### config.mk
export PLATFORM = sky130hd
export DESIGN_NAME = audio_dac_control_port
export DESIGN_NICKNAME = d
export VERILOG_FILES = /design/src/dac_ctl_pkg.sv /design/src/serial_frame_if.sv /design/src/ctl_serial_rx.sv /design/src/audio_dac_control_port.sv
export SDC_FILE = /design/constraint.sdc
export NUM_CORES = 1
export LEC_CHECK = 0
export BUFFER_PORTS_ARGS = -buffer_cell sky130_fd_sc_hd__buf_4
export CAP_MARGIN = 40
export CELL_PAD_IN_SITES_DETAIL_PLACEMENT = 1
export CELL_PAD_IN_SITES_GLOBAL_PLACEMENT = 1
export CORE_AREA = 2 2 124 126
export CTS_CLUSTER_SIZE = 8
export DETAILED_ROUTE_END_ITERATION = 10
export DIE_AREA = 0 0 126 128
export PLACE_DENSITY = 0.76
export SYNTH_ARGS = -nofsm -noshare
export SYNTH_HDL_FRONTEND = slang
export SYNTH_SLANG_ARGS = --single-unit
### constraint.sdc
create_clock -name clk_i -period 4.77 [get_ports clk_i]
set_input_delay 0 -clock clk_i [delete_from_list [all_inputs] [get_ports clk_i]]
set_output_delay 0 -clock clk_i [all_outputs]
set_load 0.01 [all_outputs]
### src/dac_ctl_pkg.sv
// dac_ctl_pkg: constants shared by the audio dac control port design
// assumes: imported by the receiver, the control port, the monitor and the testbench; serial_frame_if does not import it
package dac_ctl_pkg;

  // ------------------------------------------------------------------
  // control word layout
  // ------------------------------------------------------------------
  localparam int unsigned WORD_BITS = 16;
  localparam int unsigned INDEX_MSB = 14;
  localparam int unsigned INDEX_LSB = 8;
  localparam int unsigned DATA_MSB  = 7;
  localparam logic [4:0]  WORD_BITS_CNT = 5'h10;

  // ------------------------------------------------------------------
  // register indices
  // ------------------------------------------------------------------
  localparam logic [6:0] INDEX_LEFT_ATTEN  = 7'h01;
  localparam logic [6:0] INDEX_RIGHT_ATTEN = 7'h02;
  localparam logic [6:0] INDEX_FORMAT      = 7'h03;
  localparam logic [6:0] INDEX_POWER       = 7'h04;

  // ------------------------------------------------------------------
  // reset values and field positions
  // ------------------------------------------------------------------
  localparam logic [7:0] RST_LEFT_ATTEN  = 8'h3f;
  localparam logic [7:0] RST_RIGHT_ATTEN = 8'h3f;
  localparam logic [7:0] RST_FORMAT      = 8'h00;
  localparam logic [7:0] RST_POWER       = 8'h00;
  localparam int unsigned POWERDOWN_BIT  = 0;
  localparam int unsigned MIX_BIT        = 4;
  localparam int unsigned DEEMPH_BIT     = 3;
  localparam logic [2:0] FORMAT_LJ24_SLAVE = 3'h0;
  localparam logic [2:0] FORMAT_LJ_STRAP   = 3'h0;
  localparam logic [2:0] FORMAT_I2S_STRAP  = 3'h1;
  localparam logic [2:0] FORMAT_MASTER_MIN = 3'h4;

  // ------------------------------------------------------------------
  // master mode audio clocks: bit clock is 64 fs, word clock is fs
  // ------------------------------------------------------------------
  localparam logic [1:0] BITCLK_HALF_DIV      = 2'h1;
  localparam logic [4:0] BITCLK_PER_HALF_WORD = 5'h1f;

  // ------------------------------------------------------------------
  // wishbone register map (word addresses in bytes)
  // ------------------------------------------------------------------
  localparam logic [4:0] WB_LEFT_ATTEN  = 5'h00;
  localparam logic [4:0] WB_RIGHT_ATTEN = 5'h04;
  localparam logic [4:0] WB_FORMAT      = 5'h08;
  localparam logic [4:0] WB_POWER       = 5'h0c;
  localparam logic [4:0] WB_STATUS      = 5'h10;
  localparam logic [4:0] WB_CONTROL     = 5'h14;
  localparam logic [7:0] RST_CONTROL    = 8'h00;
  localparam int unsigned CTL_STRAP_BIT = 0;

endpackage : dac_ctl_pkg

### src/serial_frame_if.sv
// serial_frame_if: carries a completed control word from the receiver
// assumes: receiver and register file share clk_i
`timescale 1ns/10ps
interface serial_frame_if;
  logic       word_valid;
  logic [6:0] register_index;
  logic [7:0] word_data;
  logic       busy;

  modport rx (output word_valid, output register_index, output word_data, output busy);
  modport regs (input word_valid, input register_index, input word_data, input busy);
endinterface : serial_frame_if

### src/ctl_serial_rx.sv
// ctl_serial_rx: three-wire write-only control receiver
// assumes: pins already synchronised; clk_i much faster than the shift clock
`timescale 1ns/10ps
module ctl_serial_rx
  import dac_ctl_pkg::*;
(
  input  wire logic    clk_i,
  input  wire logic    rst_i,
  input  wire logic    sel_n_i,
  input  wire logic    sclk_i,
  input  wire logic    sdata_i,
  serial_frame_if.rx   frame
);

  logic        sclk_d;
  logic        sel_d;
  logic [15:0] shift;
  logic [4:0]  count;

  wire rise_sclk = sclk_i & ~sclk_d;
  wire sel_rise  = sel_n_i & ~sel_d;
  wire in_frame  = ~sel_n_i;

  always_ff @(posedge clk_i) begin
    sclk_d <= sclk_i;
    sel_d  <= sel_n_i;
  end

  always_ff @(posedge clk_i) begin
    if (rst_i || sel_rise) begin
      count <= 5'h00;
      shift <= 16'h0000;
    end else if (in_frame && rise_sclk) begin
      shift <= {shift[14:0], sdata_i};
      if (count != 5'h1f) begin
        count <= count + 5'h01;
      end
    end
  end

  always_ff @(posedge clk_i) begin
    if (rst_i) begin
      frame.word_valid <= 1'b0;
    end else begin
      frame.word_valid <= sel_rise && (count == WORD_BITS_CNT);
    end
  end

  always_ff @(posedge clk_i) begin
    frame.register_index <= shift[INDEX_MSB:INDEX_LSB];
    frame.word_data      <= shift[DATA_MSB:0];
    frame.busy           <= in_frame;
  end

endmodule : ctl_serial_rx

### src/audio_dac_control_port.sv
// audio_dac_control_port: mode registers, strap variant and master clocks
// assumes: control pins and straps come from outside clk_i; wishbone is on clk_i
//
// The register addresses and register access over Wishbone were left to the implementer.
`timescale 1ns/10ps
module audio_dac_control_port
  import dac_ctl_pkg::*;
(
  input  wire logic        clk_i,
  input  wire logic        rst_i,
  input  wire logic        ctl_select_n_i,
  input  wire logic        ctl_shift_clock_i,
  input  wire logic        ctl_serial_in_i,
  input  wire logic        format_select_i,
  input  wire logic        deemphasis_select_i,
  input  wire logic        analog_mix_select_i,
  input  wire logic        cyc_i,
  input  wire logic        stb_i,
  input  wire logic        we_i,
  input  wire logic [4:0]  adr_i,
  input  wire logic [3:0]  sel_i,
  input  wire logic [31:0] dat_i,
  output logic      [31:0] dat_o,
  output logic             ack_o,
  output logic             audio_bit_clock_o,
  output logic             word_clock_o,
  output logic             master_mode_o,
  output logic      [2:0]  format_o,
  output logic             deemphasis_o,
  output logic             analog_mix_o,
  output logic             soft_powerdown_o,
  output logic      [7:0]  left_atten_o,
  output logic      [7:0]  right_atten_o
);

  // ------------------------------------------------------------------
  // pin synchronisers, two flops each
  // ------------------------------------------------------------------
  // the strap pins share this pipe; they are read only in strap mode
  logic [5:0] pin_meta;
  logic [5:0] pin_sync;

  always_ff @(posedge clk_i) begin
    pin_meta <= {ctl_select_n_i, ctl_shift_clock_i, ctl_serial_in_i,
                 format_select_i, deemphasis_select_i, analog_mix_select_i};
    pin_sync <= pin_meta;
  end

  // ------------------------------------------------------------------
  // serial receiver
  // ------------------------------------------------------------------
  // a finished word is handed over one cycle after select rises
  serial_frame_if frame ();

  ctl_serial_rx u_rx (
    .clk_i   (clk_i),
    .rst_i   (rst_i),
    .sel_n_i (pin_sync[5]),
    .sclk_i  (pin_sync[4]),
    .sdata_i (pin_sync[3]),
    .frame   (frame)
  );

  // ------------------------------------------------------------------
  // mode registers
  // ------------------------------------------------------------------
  logic [7:0] left_atten;
  logic [7:0] right_atten;
  logic [7:0] format_reg;
  logic [7:0] power_reg;
  logic [7:0] control_reg;

  // ------------------------------------------------------------------
  // register decode, shared by the write strobes and the read mux
  // ------------------------------------------------------------------
  function automatic logic adr_is(input logic [4:0] adr, input logic [4:0] offset);
    adr_is = (adr == offset);
  endfunction : adr_is

  // only byte lane 0 carries register data
  wire wb_req   = cyc_i & stb_i & ~ack_o;
  wire wb_write = wb_req & we_i & sel_i[0];
  wire ser_wr   = frame.word_valid;
  wire hit_l    = ser_wr && (frame.register_index == INDEX_LEFT_ATTEN);
  wire hit_r    = ser_wr && (frame.register_index == INDEX_RIGHT_ATTEN);
  wire hit_f    = ser_wr && (frame.register_index == INDEX_FORMAT);
  wire hit_p    = ser_wr && (frame.register_index == INDEX_POWER);
  wire wb_l     = wb_write && adr_is(adr_i, WB_LEFT_ATTEN);
  wire wb_r     = wb_write && adr_is(adr_i, WB_RIGHT_ATTEN);
  wire wb_f     = wb_write && adr_is(adr_i, WB_FORMAT);
  wire wb_p     = wb_write && adr_is(adr_i, WB_POWER);
  wire wb_c     = wb_write && adr_is(adr_i, WB_CONTROL);

  // serial writes win over a simultaneous bus write to the same register
  always_ff @(posedge clk_i) begin
    if (rst_i) begin
      left_atten  <= RST_LEFT_ATTEN;
      right_atten <= RST_RIGHT_ATTEN;
      format_reg  <= RST_FORMAT;
      power_reg   <= RST_POWER;
      control_reg <= RST_CONTROL;
    end else begin
      if (hit_l) left_atten <= frame.word_data;
      else if (wb_l) left_atten <= dat_i[7:0];
      if (hit_r) right_atten <= frame.word_data;
      else if (wb_r) right_atten <= dat_i[7:0];
      if (hit_f) format_reg <= frame.word_data;
      else if (wb_f) format_reg <= dat_i[7:0];
      if (hit_p) power_reg <= frame.word_data;
      else if (wb_p) power_reg <= dat_i[7:0];
      if (wb_c) control_reg <= dat_i[7:0];
    end
  end

  // ------------------------------------------------------------------
  // effective mode: strap variant or register
  // ------------------------------------------------------------------
  // strap mode ignores the power register and forces slave operation
  wire       strap_mode = control_reg[CTL_STRAP_BIT];
  wire [2:0] next_format = strap_mode ?
                           (pin_sync[2] ? FORMAT_I2S_STRAP : FORMAT_LJ_STRAP)
                           : format_reg[2:0];
  wire next_deemph = strap_mode ? pin_sync[1] : format_reg[DEEMPH_BIT];
  wire next_mix    = strap_mode ? pin_sync[0] : format_reg[MIX_BIT];
  wire next_master = ~strap_mode && (format_reg[2:0] >= FORMAT_MASTER_MIN);
  wire powerdown   = ~strap_mode && power_reg[POWERDOWN_BIT];

  always_ff @(posedge clk_i) begin
    if (rst_i) begin
      format_o         <= FORMAT_LJ24_SLAVE;
      deemphasis_o     <= 1'b0;
      analog_mix_o     <= 1'b0;
      master_mode_o    <= 1'b0;
      soft_powerdown_o <= 1'b0;
      left_atten_o     <= RST_LEFT_ATTEN;
      right_atten_o    <= RST_RIGHT_ATTEN;
    end else begin
      format_o         <= next_format;
      deemphasis_o     <= next_deemph;
      analog_mix_o     <= next_mix;
      master_mode_o    <= next_master;
      soft_powerdown_o <= powerdown;
      left_atten_o     <= left_atten;
      right_atten_o    <= right_atten;
    end
  end

  // ------------------------------------------------------------------
  // master clocks: clk_i stands for the 256 fs system clock
  // ------------------------------------------------------------------
  // bitclk_cnt counts bit clock falls; the word clock flips after 32 of them
  logic [1:0] div_cnt;
  logic [4:0] bitclk_cnt;
  wire        logic_hold    = rst_i || powerdown || ~next_master;
  wire        bitclk_toggle = (div_cnt == BITCLK_HALF_DIV);

  always_ff @(posedge clk_i) begin
    if (logic_hold) begin
      div_cnt           <= 2'h0;
      bitclk_cnt        <= 5'h00;
      audio_bit_clock_o <= 1'b0;
      word_clock_o      <= 1'b0;
    end else begin
      div_cnt <= bitclk_toggle ? 2'h0 : div_cnt + 2'h1;
      if (bitclk_toggle) begin
        audio_bit_clock_o <= ~audio_bit_clock_o;
        if (audio_bit_clock_o) begin
          bitclk_cnt <= bitclk_cnt + 5'h01;
          if (bitclk_cnt == BITCLK_PER_HALF_WORD) begin
            word_clock_o <= ~word_clock_o;
          end
        end
      end
    end
  end

  // ------------------------------------------------------------------
  // wishbone read and acknowledge, one wait state
  // ------------------------------------------------------------------
  // ack is registered, so a request is answered one cycle after it is taken
  logic [31:0] next_rdata;

  always_comb begin
    next_rdata = 32'h0000_0000;
    if (adr_is(adr_i, WB_LEFT_ATTEN)) next_rdata[7:0] = left_atten;
    else if (adr_is(adr_i, WB_RIGHT_ATTEN)) next_rdata[7:0] = right_atten;
    else if (adr_is(adr_i, WB_FORMAT)) next_rdata[7:0] = format_reg;
    else if (adr_is(adr_i, WB_POWER)) next_rdata[7:0] = power_reg;
    else if (adr_is(adr_i, WB_STATUS))
      next_rdata[5:0] = {frame.busy, master_mode_o, format_o, soft_powerdown_o};
    else if (adr_is(adr_i, WB_CONTROL)) next_rdata[7:0] = control_reg;
  end

  always_ff @(posedge clk_i) begin
    if (rst_i) begin
      ack_o <= 1'b0;
      dat_o <= 32'h0000_0000;
    end else begin
      ack_o <= wb_req;
      dat_o <= wb_req ? next_rdata : 32'h0000_0000;
    end
  end

endmodule : audio_dac_control_port

==> impl_metrics.yaml, run 1 <==
outcome:
  status: "complete, no violations"
route:
  drt-pass1-iter-count: 4
  routedWlPerCell_um: 16.0
  ant_nets: 0
  drt-initial-drc-count: 177
  vias_per_cell: 4.93
  wl_um: 12400
  via_count: 3823
  drc: 0
worst_hold_path:
  hold_start: "stb_i"
  hp-class: "in -> reg"
die:
  initial_utilization_pct: 34.2
  num_io_pins: 110
  die_w_um: 126
  die-area_um2: 16100
  die_h_um: 128
  core_area_um2: 14900
  rows: 45
synth:
  syn-instance-count: 510
  synthFlopType: "dfxtp_1"
  synth_top_area_share_pct: 52.0
  synth.distinct_cells: 44
  synth_async_sr_flop_share_pct: 0
  synth.largest_area_cell: "dfxtp_1"
  synth_edf_count: 0
  synth-seq-area-share_pct: 52.0
  synth_area_leaders: "dfxtp_1, mux2i_1, nor2_1"
  syn-cell-area_um2: 5080
  synth_seq_cells: 132
  ys_warn_count: 0
  synth.avg_cell_area_um2: 9.96
pwr:
  power_w: 0.00254
  swShare_pct: 21.4
  total_leakage_power_nw: 2.50
  power.switching_w: 0.000545
  power_density_nw_per_um2: 402
  p_int_w: 0.00200
  vdd_drop_max_mv: 0.263
  clock_power_share_pct: 52.2
  pwr-share-seq_pct: 43.9
  pwr-share-comb_pct: 3.9
worst_setup_path:
  arrival_ns: 2.65
  crit_slowest_cell: "nand4_1"
  crit_chain: "nor4b_1, nand4_1, nor2_1, a211oi_1"
  rrSetupSlack_ns: 2.38
  crit_path_max_fanout: 16
  cp_num_buf_inv: 0
  r2r-start: "u_rx.frame.register_index[3]"
  max_stage_delay_ns: 0.76
  crit_family: "simple AND/OR/NAND/NOR gates"
  startpoint_type: "flip-flop"
  worstSetupPathType: "reg -> reg"
  critPathCaptureType: "flip-flop"
  timing.critical_path.from: "u_rx.frame.register_index[3]"
  worstPathRequired_ns: 5.03
finish:
  area_growth_pct: 24.5
  drive_gt1_share_pct: 19.2
  nets: 633
  top_register: "u_rx.shift"
  final_cell_mix: "dfxtp_1, nor2_1, buf_4"
  final_common_cell: "dfxtp_1"
  n_antenna_cell: 0
  largest_reg_flops: 15
global_route:
  grt-ovfl-total: 0
  grt_pass1_vias: 4077
  grt_start_max_net_pins: 70
  grtUsageTotal_pct: 16.2
  grt_pass1_wl_um: 20500
  antenna_found_initial: 0
timing:
  report.final.slew_viol_count: 0
  slew_headroom_pct: 40.1
  worst_slew_pin_slew_ns: 0.892
  tns_ns: 0
  rsz0062_at_grt: "false"
  skew_ns: 0.00812
  hold_viol: 0
  period_needed_ns: 2.39
  fmax_mhz: 419
  setup_viol: 0
  finalCritPeriodShare_pct: 50.0
clock_tree:
  clk_pin_slew_worst_paths_ns: 0.06
  htreeDepth: 4
  root_buffer: "clkbuf_16"
  cts_tree: "yes"
  cts_resized: 0
  clock_sinks: 132
  clkLatencyLatePin_ns: 0.42
  numCtsBuffers: 17
  cts_max_path_buffers: 2
placement:
  routabilityCongestion: 0.779
  dp_hpwl_um: 8470
  port_buffers: 58
run:
  maxCapViolCount: 0
## Yosys cell counts, types with 3 or more instances
cell type / n
and2_1: 7
a21oi_1: 20
nor3_1: 16
nor4_1: 6
clkbuf_1: 24
xnor2_1: 3
or2_2: 12
nor2_1: 61
ha_1: 6
nand4_1: 5
a221oi_1: 12
inv_1: 5
nor4_4: 3
nand2_1: 44
xor2_1: 5
nor2b_1: 8
nor4b_1: 6
buf_4: 24
a211oi_1: 20
dfxtp_1: 132
mux2i_1: 40
o21ai_0: 16
mux4_2: 5
## worst paths after layout
kind | end | cells past startpoint
max | format_reg[2] | 4
min | dat_o[7] | 3
min reg2reg | pin_sync[3] | 0
max reg2reg | format_reg[2] | 4
## stage by stage
stage                     setup slack, ns  std cells  hold WS, ns  area, µm²  utilization (%)
after floorplan                      2.81        533       0.0277       5160                -
after global placement               2.62        727        0.105       5540             37.3
after detailed placement             2.49        727        0.106       5540             37.3
after CTS                            2.40        776       0.0196       6320             42.6
after global routing                 2.16        776       0.0432       6320             42.6
final                                2.38        776       0.0321       6320             42.6
## worst reg2reg max path, stage by stage, from the launching register on
cell and delay, ns:
dfxtp_1 0.31, nor4b_1 0.73, nand4_1 0.76, nor2_1 0.33
a211oi_1 0.09
## kinds of logic (layout without fill, tap and decap cells)
logic type,count (synthesis),in the layout,synth area share (%)
other,1,24,0.0738
AO/OA/AOI/OAI,75,75,9.63
buffers and inverters,58,113,6.26
adder cells (fa/ha/maj),6,6,1.48
AND/OR/NAND/NOR,185,185,19.0
XOR/XNOR,8,8,1.38
multiplexers,45,45,10.1
flip-flops,132,132,52.0
## power by group through the flow
stage / clock, W / combinational (W) / sequential, W
finish: 0.00133 / 0.000100 / 0.00112
global route: 0.00141 / 0.000111 / 0.00112
CTS: 0.00136 / 0.000100 / 0.00112
detailed placement: 0 / 0.0000880 / 0.00114
global placement: 0 / 0.0000852 / 0.00114
floorplan: 0 / 0.0000682 / 0.00114
## routing by layer
layer,up-vias,global-route usage [%],routed length (µm)
li1,1871,-,-
met1,1858,20.1,5580
met2,84,26.8,6130
met3,10,4.97,560
met4,0,5.62,118
met5,-,0,0
## area by class of cell
class                   instances  area, µm²
fillers                      1670       8540
flip-flops and latches        132       2640
multi-input cells             343       2200
repair buffers                 76        613
clock buffers                  20        457
well taps                     188        235
clock inverters                12        154
inverters                       5       18.8
## what timing repair did
item,CTS,global route
setup buffers,0,0
hold buffers,17,0
endpoints found under the hold margin,33,0
No activity file was read; power rests on OpenSTA's default activity.
==> run 2: changes to the inputs <==
- clock period: 4.77 -> 2.25 ns (I/O delays scaled with it)
==> impl_metrics.yaml, run 2 (synthesis results as in run 1) <==
clock_tree:
  root_buffer: "clkbuf_16"
  holdBufCountCts: 17
  cts_resized: 0
  cts_setup_buffers: 0
  clk_pin_slew_worst_paths_ns: 0.05
  htreeDepth: 4
  cts_tree: "yes"
  clkLatencyLatePin_ns: 0.41
  numCtsBuffers: 17
  cts_max_path_buffers: 2
  clock_sinks: 132
die:
  initial_utilization_pct: 34.2
  die_h_um: 128
  core_area_um2: 14900
  rows: 45
  num_io_pins: 110
  die_w_um: 126
  die-area_um2: 16100
worst_setup_path:
  worstPathRequired_ns: 2.51
  critPathCaptureType: "flip-flop"
  startpoint_type: "input pin"
  crit_slowest_cell: "or4_1"
  crit_chain: "dlygate4sd3_1, buf_4, or4_1, nor4_4, buf_4, mux2i_1, a211oi_1"
  crit_path_frequent_cell: "buf_4"
  arrival_ns: 2.17
  max_stage_delay_ns: 0.64
  crit_path_max_fanout: 18
  crit_family: "buffers and inverters"
  worstSetupPathType: "in -> reg"
  cp_num_buf_inv: 3
pwr:
  total_leakage_power_nw: 2.56
  vdd_drop_max_mv: 0.582
  power_density_nw_per_um2: 825
timing:
  worst_slew_pin_slew_ns: 0.628
  slew_headroom_pct: 58.1
  finalCritPeriodShare_pct: 85.0
  fmax_mhz: 523
  rsz0062_at_grt: "false"
  setup_viol: 0
  tns_ns: 0
  fin_ws_ns: 0.338
  skew_ns: 0.00670
  period_needed_ns: 1.91
  hold_viol: 0
  report.final.slew_viol_count: 0
route:
  drc: 0
  drt-initial-drc-count: 181
  routedWlPerCell_um: 16.3
  drt-pass1-iter-count: 4
  ant_nets: 0
  via_count: 3867
  vias_per_cell: 4.90
  wl_um: 12900
placement:
  detailedPlace.worstSlack_ns: 0.388
  dp_hpwl_um: 8760
  routabilityCongestion: 0.788
  port_buffers: 58
global_route:
  grt-ovfl-total: 0
  grt_start_max_net_pins: 66
  grt_pass1_wl_um: 21000
  grt_pass1_vias: 4050
  grtUsageTotal_pct: 16.6
  antenna_found_initial: 0
finish:
  n_antenna_cell: 0
  fillCellCount: 1702
  regArea_um2: 2640
  multi_input_area_um2: 2200
  drive_gt1_share_pct: 20.8
  area_growth_pct: 25.8
  final_cell_mix: "dfxtp_1, buf_4, nor2_1"
  final_common_cell: "dfxtp_1"
  nets: 646
  largest_reg_flops: 15
  top_register: "u_rx.shift"
worst_hold_path:
  hp-class: "in -> reg"
outcome:
  status: "complete, no violations"
run:
  maxCapViolCount: 0
[run 2: cell count changes in the layout (fill, tap and decap cells not counted), sizes merged]
cell	before	now
buf	59	72
clkbuf	20	22
bufinv	3	2
clkinv	5	6
clkinvlp	3	2
inv	6	5
[run 2: worst paths after layout]
check | startpoint | end | slack, ns | depth (start not counted)
max | adr_i[4] | left_atten[6] | 0.34 | 7
min | stb_i | ack_o | 0.04 | 3
max reg2reg | u_rx.count[0] | u_rx.count[3] | 0.36 | 8
min reg2reg | pin_meta[5] | pin_sync[5] | 0.33 | 0
[run 2: layer usage]
metal	GRT usage, %	share of wire (%)
met1	20.7	45
met2	27.5	49
met3	5.01	4.5
met4	5.11	1.1
met5	0	0
[run 2: cell type report]
type | instances | area share [%]
multi-input cells | 343 | 34.5
clock inverters | 10 | 1.64
well taps | 188 | 3.68
clock buffers | 22 | 7.42
flip-flops and latches | 132 | 41.3
repair buffers | 89 | 11.1
inverters | 5 | 0.294
[run 2: power breakdown]
part	leakage [nW]	internal, W	total, W	switching (W)
Sequential	1.07	0.00236	0.00237	0.00000953
Combinational	1.20	0.0000867	0.000219	0.000133
Clock	0.285	0.00171	0.00268	0.000978
[run 2: metrics by stage]
step                std cells  power (W)  area (µm²)  utilization (%)  hold slack, ns
floorplan                 533    0.00256        5160                -          0.0277
global placement          740    0.00260        5640             38.0           0.105
global route              789    0.00546        6390             43.0          0.0282
finish                    789    0.00527        6390             43.0          0.0385
detailed placement        740    0.00261        5640             38.0           0.106
CTS                       789    0.00533        6390             43.0          0.0110
[run 2: worst reg2reg max path, stage by stage, from the launching register on]
cell     delay [ns]
dfxtp_1        0.34
ha_1           0.23
and3_1         0.19
ha_1           0.20
nor4b_1        0.25
buf_4          0.19
nand4_1        0.13
xor2_1         0.18
nor2_1         0.05
==> run 3: changes to the inputs <==
- clock period: 2.25 -> 1.8 ns (I/O delays scaled with it)
==> impl_metrics.yaml, run 3 (synthesis results as in run 1) <==
outcome:
  status: "complete, no violations"
finish:
  regArea_um2: 2640
  largest_reg_flops: 15
  n_antenna_cell: 0
  final_cells: 799
  fillCellCount: 1638
  final_common_cell: "dfxtp_1"
  top_register: "u_rx.shift"
  final_cell_mix: "dfxtp_1, buf_4, nor2_1"
  nets: 656
  area_growth_pct: 29.8
  multi_input_area_um2: 2270
  drive_gt1_share_pct: 24.1
worst_setup_path:
  critPathCaptureType: "flip-flop"
  crit_path_max_fanout: 9
  max_stage_delay_ns: 0.55
  arrival_ns: 2.07
  cp_num_buf_inv: 3
  worstPathRequired_ns: 2.13
  worstSetupPathType: "in -> reg"
  crit_family: "buffers and inverters"
  crit_chain: "dlygate4sd3_1, buf_6, or4_4, nor4_4, buf_2, nor3_1, a221oi_2"
  startpoint_type: "input pin"
  crit_slowest_cell: "dlygate4sd3_1"
die:
  initial_utilization_pct: 34.2
  num_io_pins: 110
  die_w_um: 126
  die-area_um2: 16100
  core_area_um2: 14900
  die_h_um: 128
  rows: 45
pwr:
  total_leakage_power_nw: 2.62
  power.switching_w: 0.00148
  pwr-share-seq_pct: 44.9
  power_density_nw_per_um2: 999
  p_int_w: 0.00511
  clock_power_share_pct: 50.7
  vdd_drop_max_mv: 0.741
  swShare_pct: 22.4
  pwr-share-comb_pct: 4.4
timing:
  hold_viol: 0
  report.final.slew_viol_count: 0
  whs_ns: 0.0381
  worst_slew_pin_slew_ns: 0.550
  tns_ns: 0
  finalCritPeriodShare_pct: 96.7
  setup_viol: 0
  fmax_mhz: 575
  period_needed_ns: 1.74
  skew_ns: 0.00827
  slew_headroom_pct: 62.8
clock_tree:
  cts_tree: "yes"
  clk_pin_slew_worst_paths_ns: 0.06
  cts_max_path_buffers: 2
  root_buffer: "clkbuf_16"
  numCtsBuffers: 17
  clkLatencyLatePin_ns: 0.43
  clock_sinks: 132
  htreeDepth: 4
run:
  maxCapViolCount: 0
placement:
  dp_hpwl_um: 8990
  routabilityCongestion: 0.796
  port_buffers: 58
  placed_cells: 745
route:
  ant_nets: 0
  drc: 0
  routedWlPerCell_um: 16.7
  via_count: 3975
  drt-initial-drc-count: 222
  wl_um: 13300
  vias_per_cell: 4.97
  drt-pass1-iter-count: 5
global_route:
  grt-ovfl-total: 0
  antenna_found_initial: 0
  grt_start_max_net_pins: 28
  grt_pass1_wl_um: 21300
  grtUsageTotal_pct: 17.0
  grt_pass1_vias: 4110
worst_hold_path:
  hp-class: "in -> reg"
-- run 3: layout make-up --
type / instances / share of cell area (%)
repair buffers: 99 / 12.8
inverters: 5 / 0.285
multi-input cells: 343 / 34.5
flip-flops and latches: 132 / 40.1
well taps: 188 / 3.57
clock inverters: 11 / 1.54
clock buffers: 21 / 7.29
-- run 3: power groups by stage --
stage	clock, W	sequential, W	combinational (W)
after floorplan	0	0.00302	0.000181
after global placement	0	0.00302	0.000238
after detailed placement	0	0.00302	0.000247
after CTS	0.00341	0.00296	0.000279
after global routing	0.00354	0.00296	0.000317
final	0.00334	0.00296	0.000289
-- run 3: layer usage --
layer | vias to the layer above | global-route usage (%) | wire length, µm
li1 | 1926 | - | -
met1 | 1943 | 20.9 | 5920
met2 | 86 | 28.3 | 6630
met3 | 20 | 4.92 | 548
met4 | 0 | 6.33 | 239
met5 | - | 0 | 0
-- run 3: timing repair --
| action | CTS | global route |
|---|---|---|
| hold buffers | 17 | 0 |
| hold endpoints to repair | 38 | 0 |
| pin swaps | 0 | 5 |
| gates cloned | 0 | 1 |
| resized for setup | 1 | 12 |
| buffers inserted | 0 | 4 |
| endpoints found under the setup margin | 1 | 20 |
-- run 3: tightest hold or removal path, stage by stage --
cell and delay [ns]:
buf_4 0.12, nor4bb_1 0.14, buf_4 0.15
-- run 3: final timing paths --
kind	startpoint	end	slack, ns	cells past startpoint
min reg2reg	pin_meta[4]	pin_sync[4]	0.33	0
max	adr_i[4]	left_atten[5]	0.06	7
max reg2reg	ack_o	left_atten[5]	0.07	6
min	stb_i	ack_o	0.04	3
-- run 3: per-stage QoR --
step	power (W)	util, %	setup slack (ns)	instance area [µm²]
5_1_grt	0.00682	44.3	-0.0304	6590
3_5_place_dp	0.00327	38.6	0.0280	5740
2_1_floorplan	0.00320	-	0.0556	5180
4_1_cts	0.00665	43.7	0.00614	6500
6_report	0.00659	44.3	0.0598	6590
3_3_place_gp	0.00326	38.6	0.104	5740
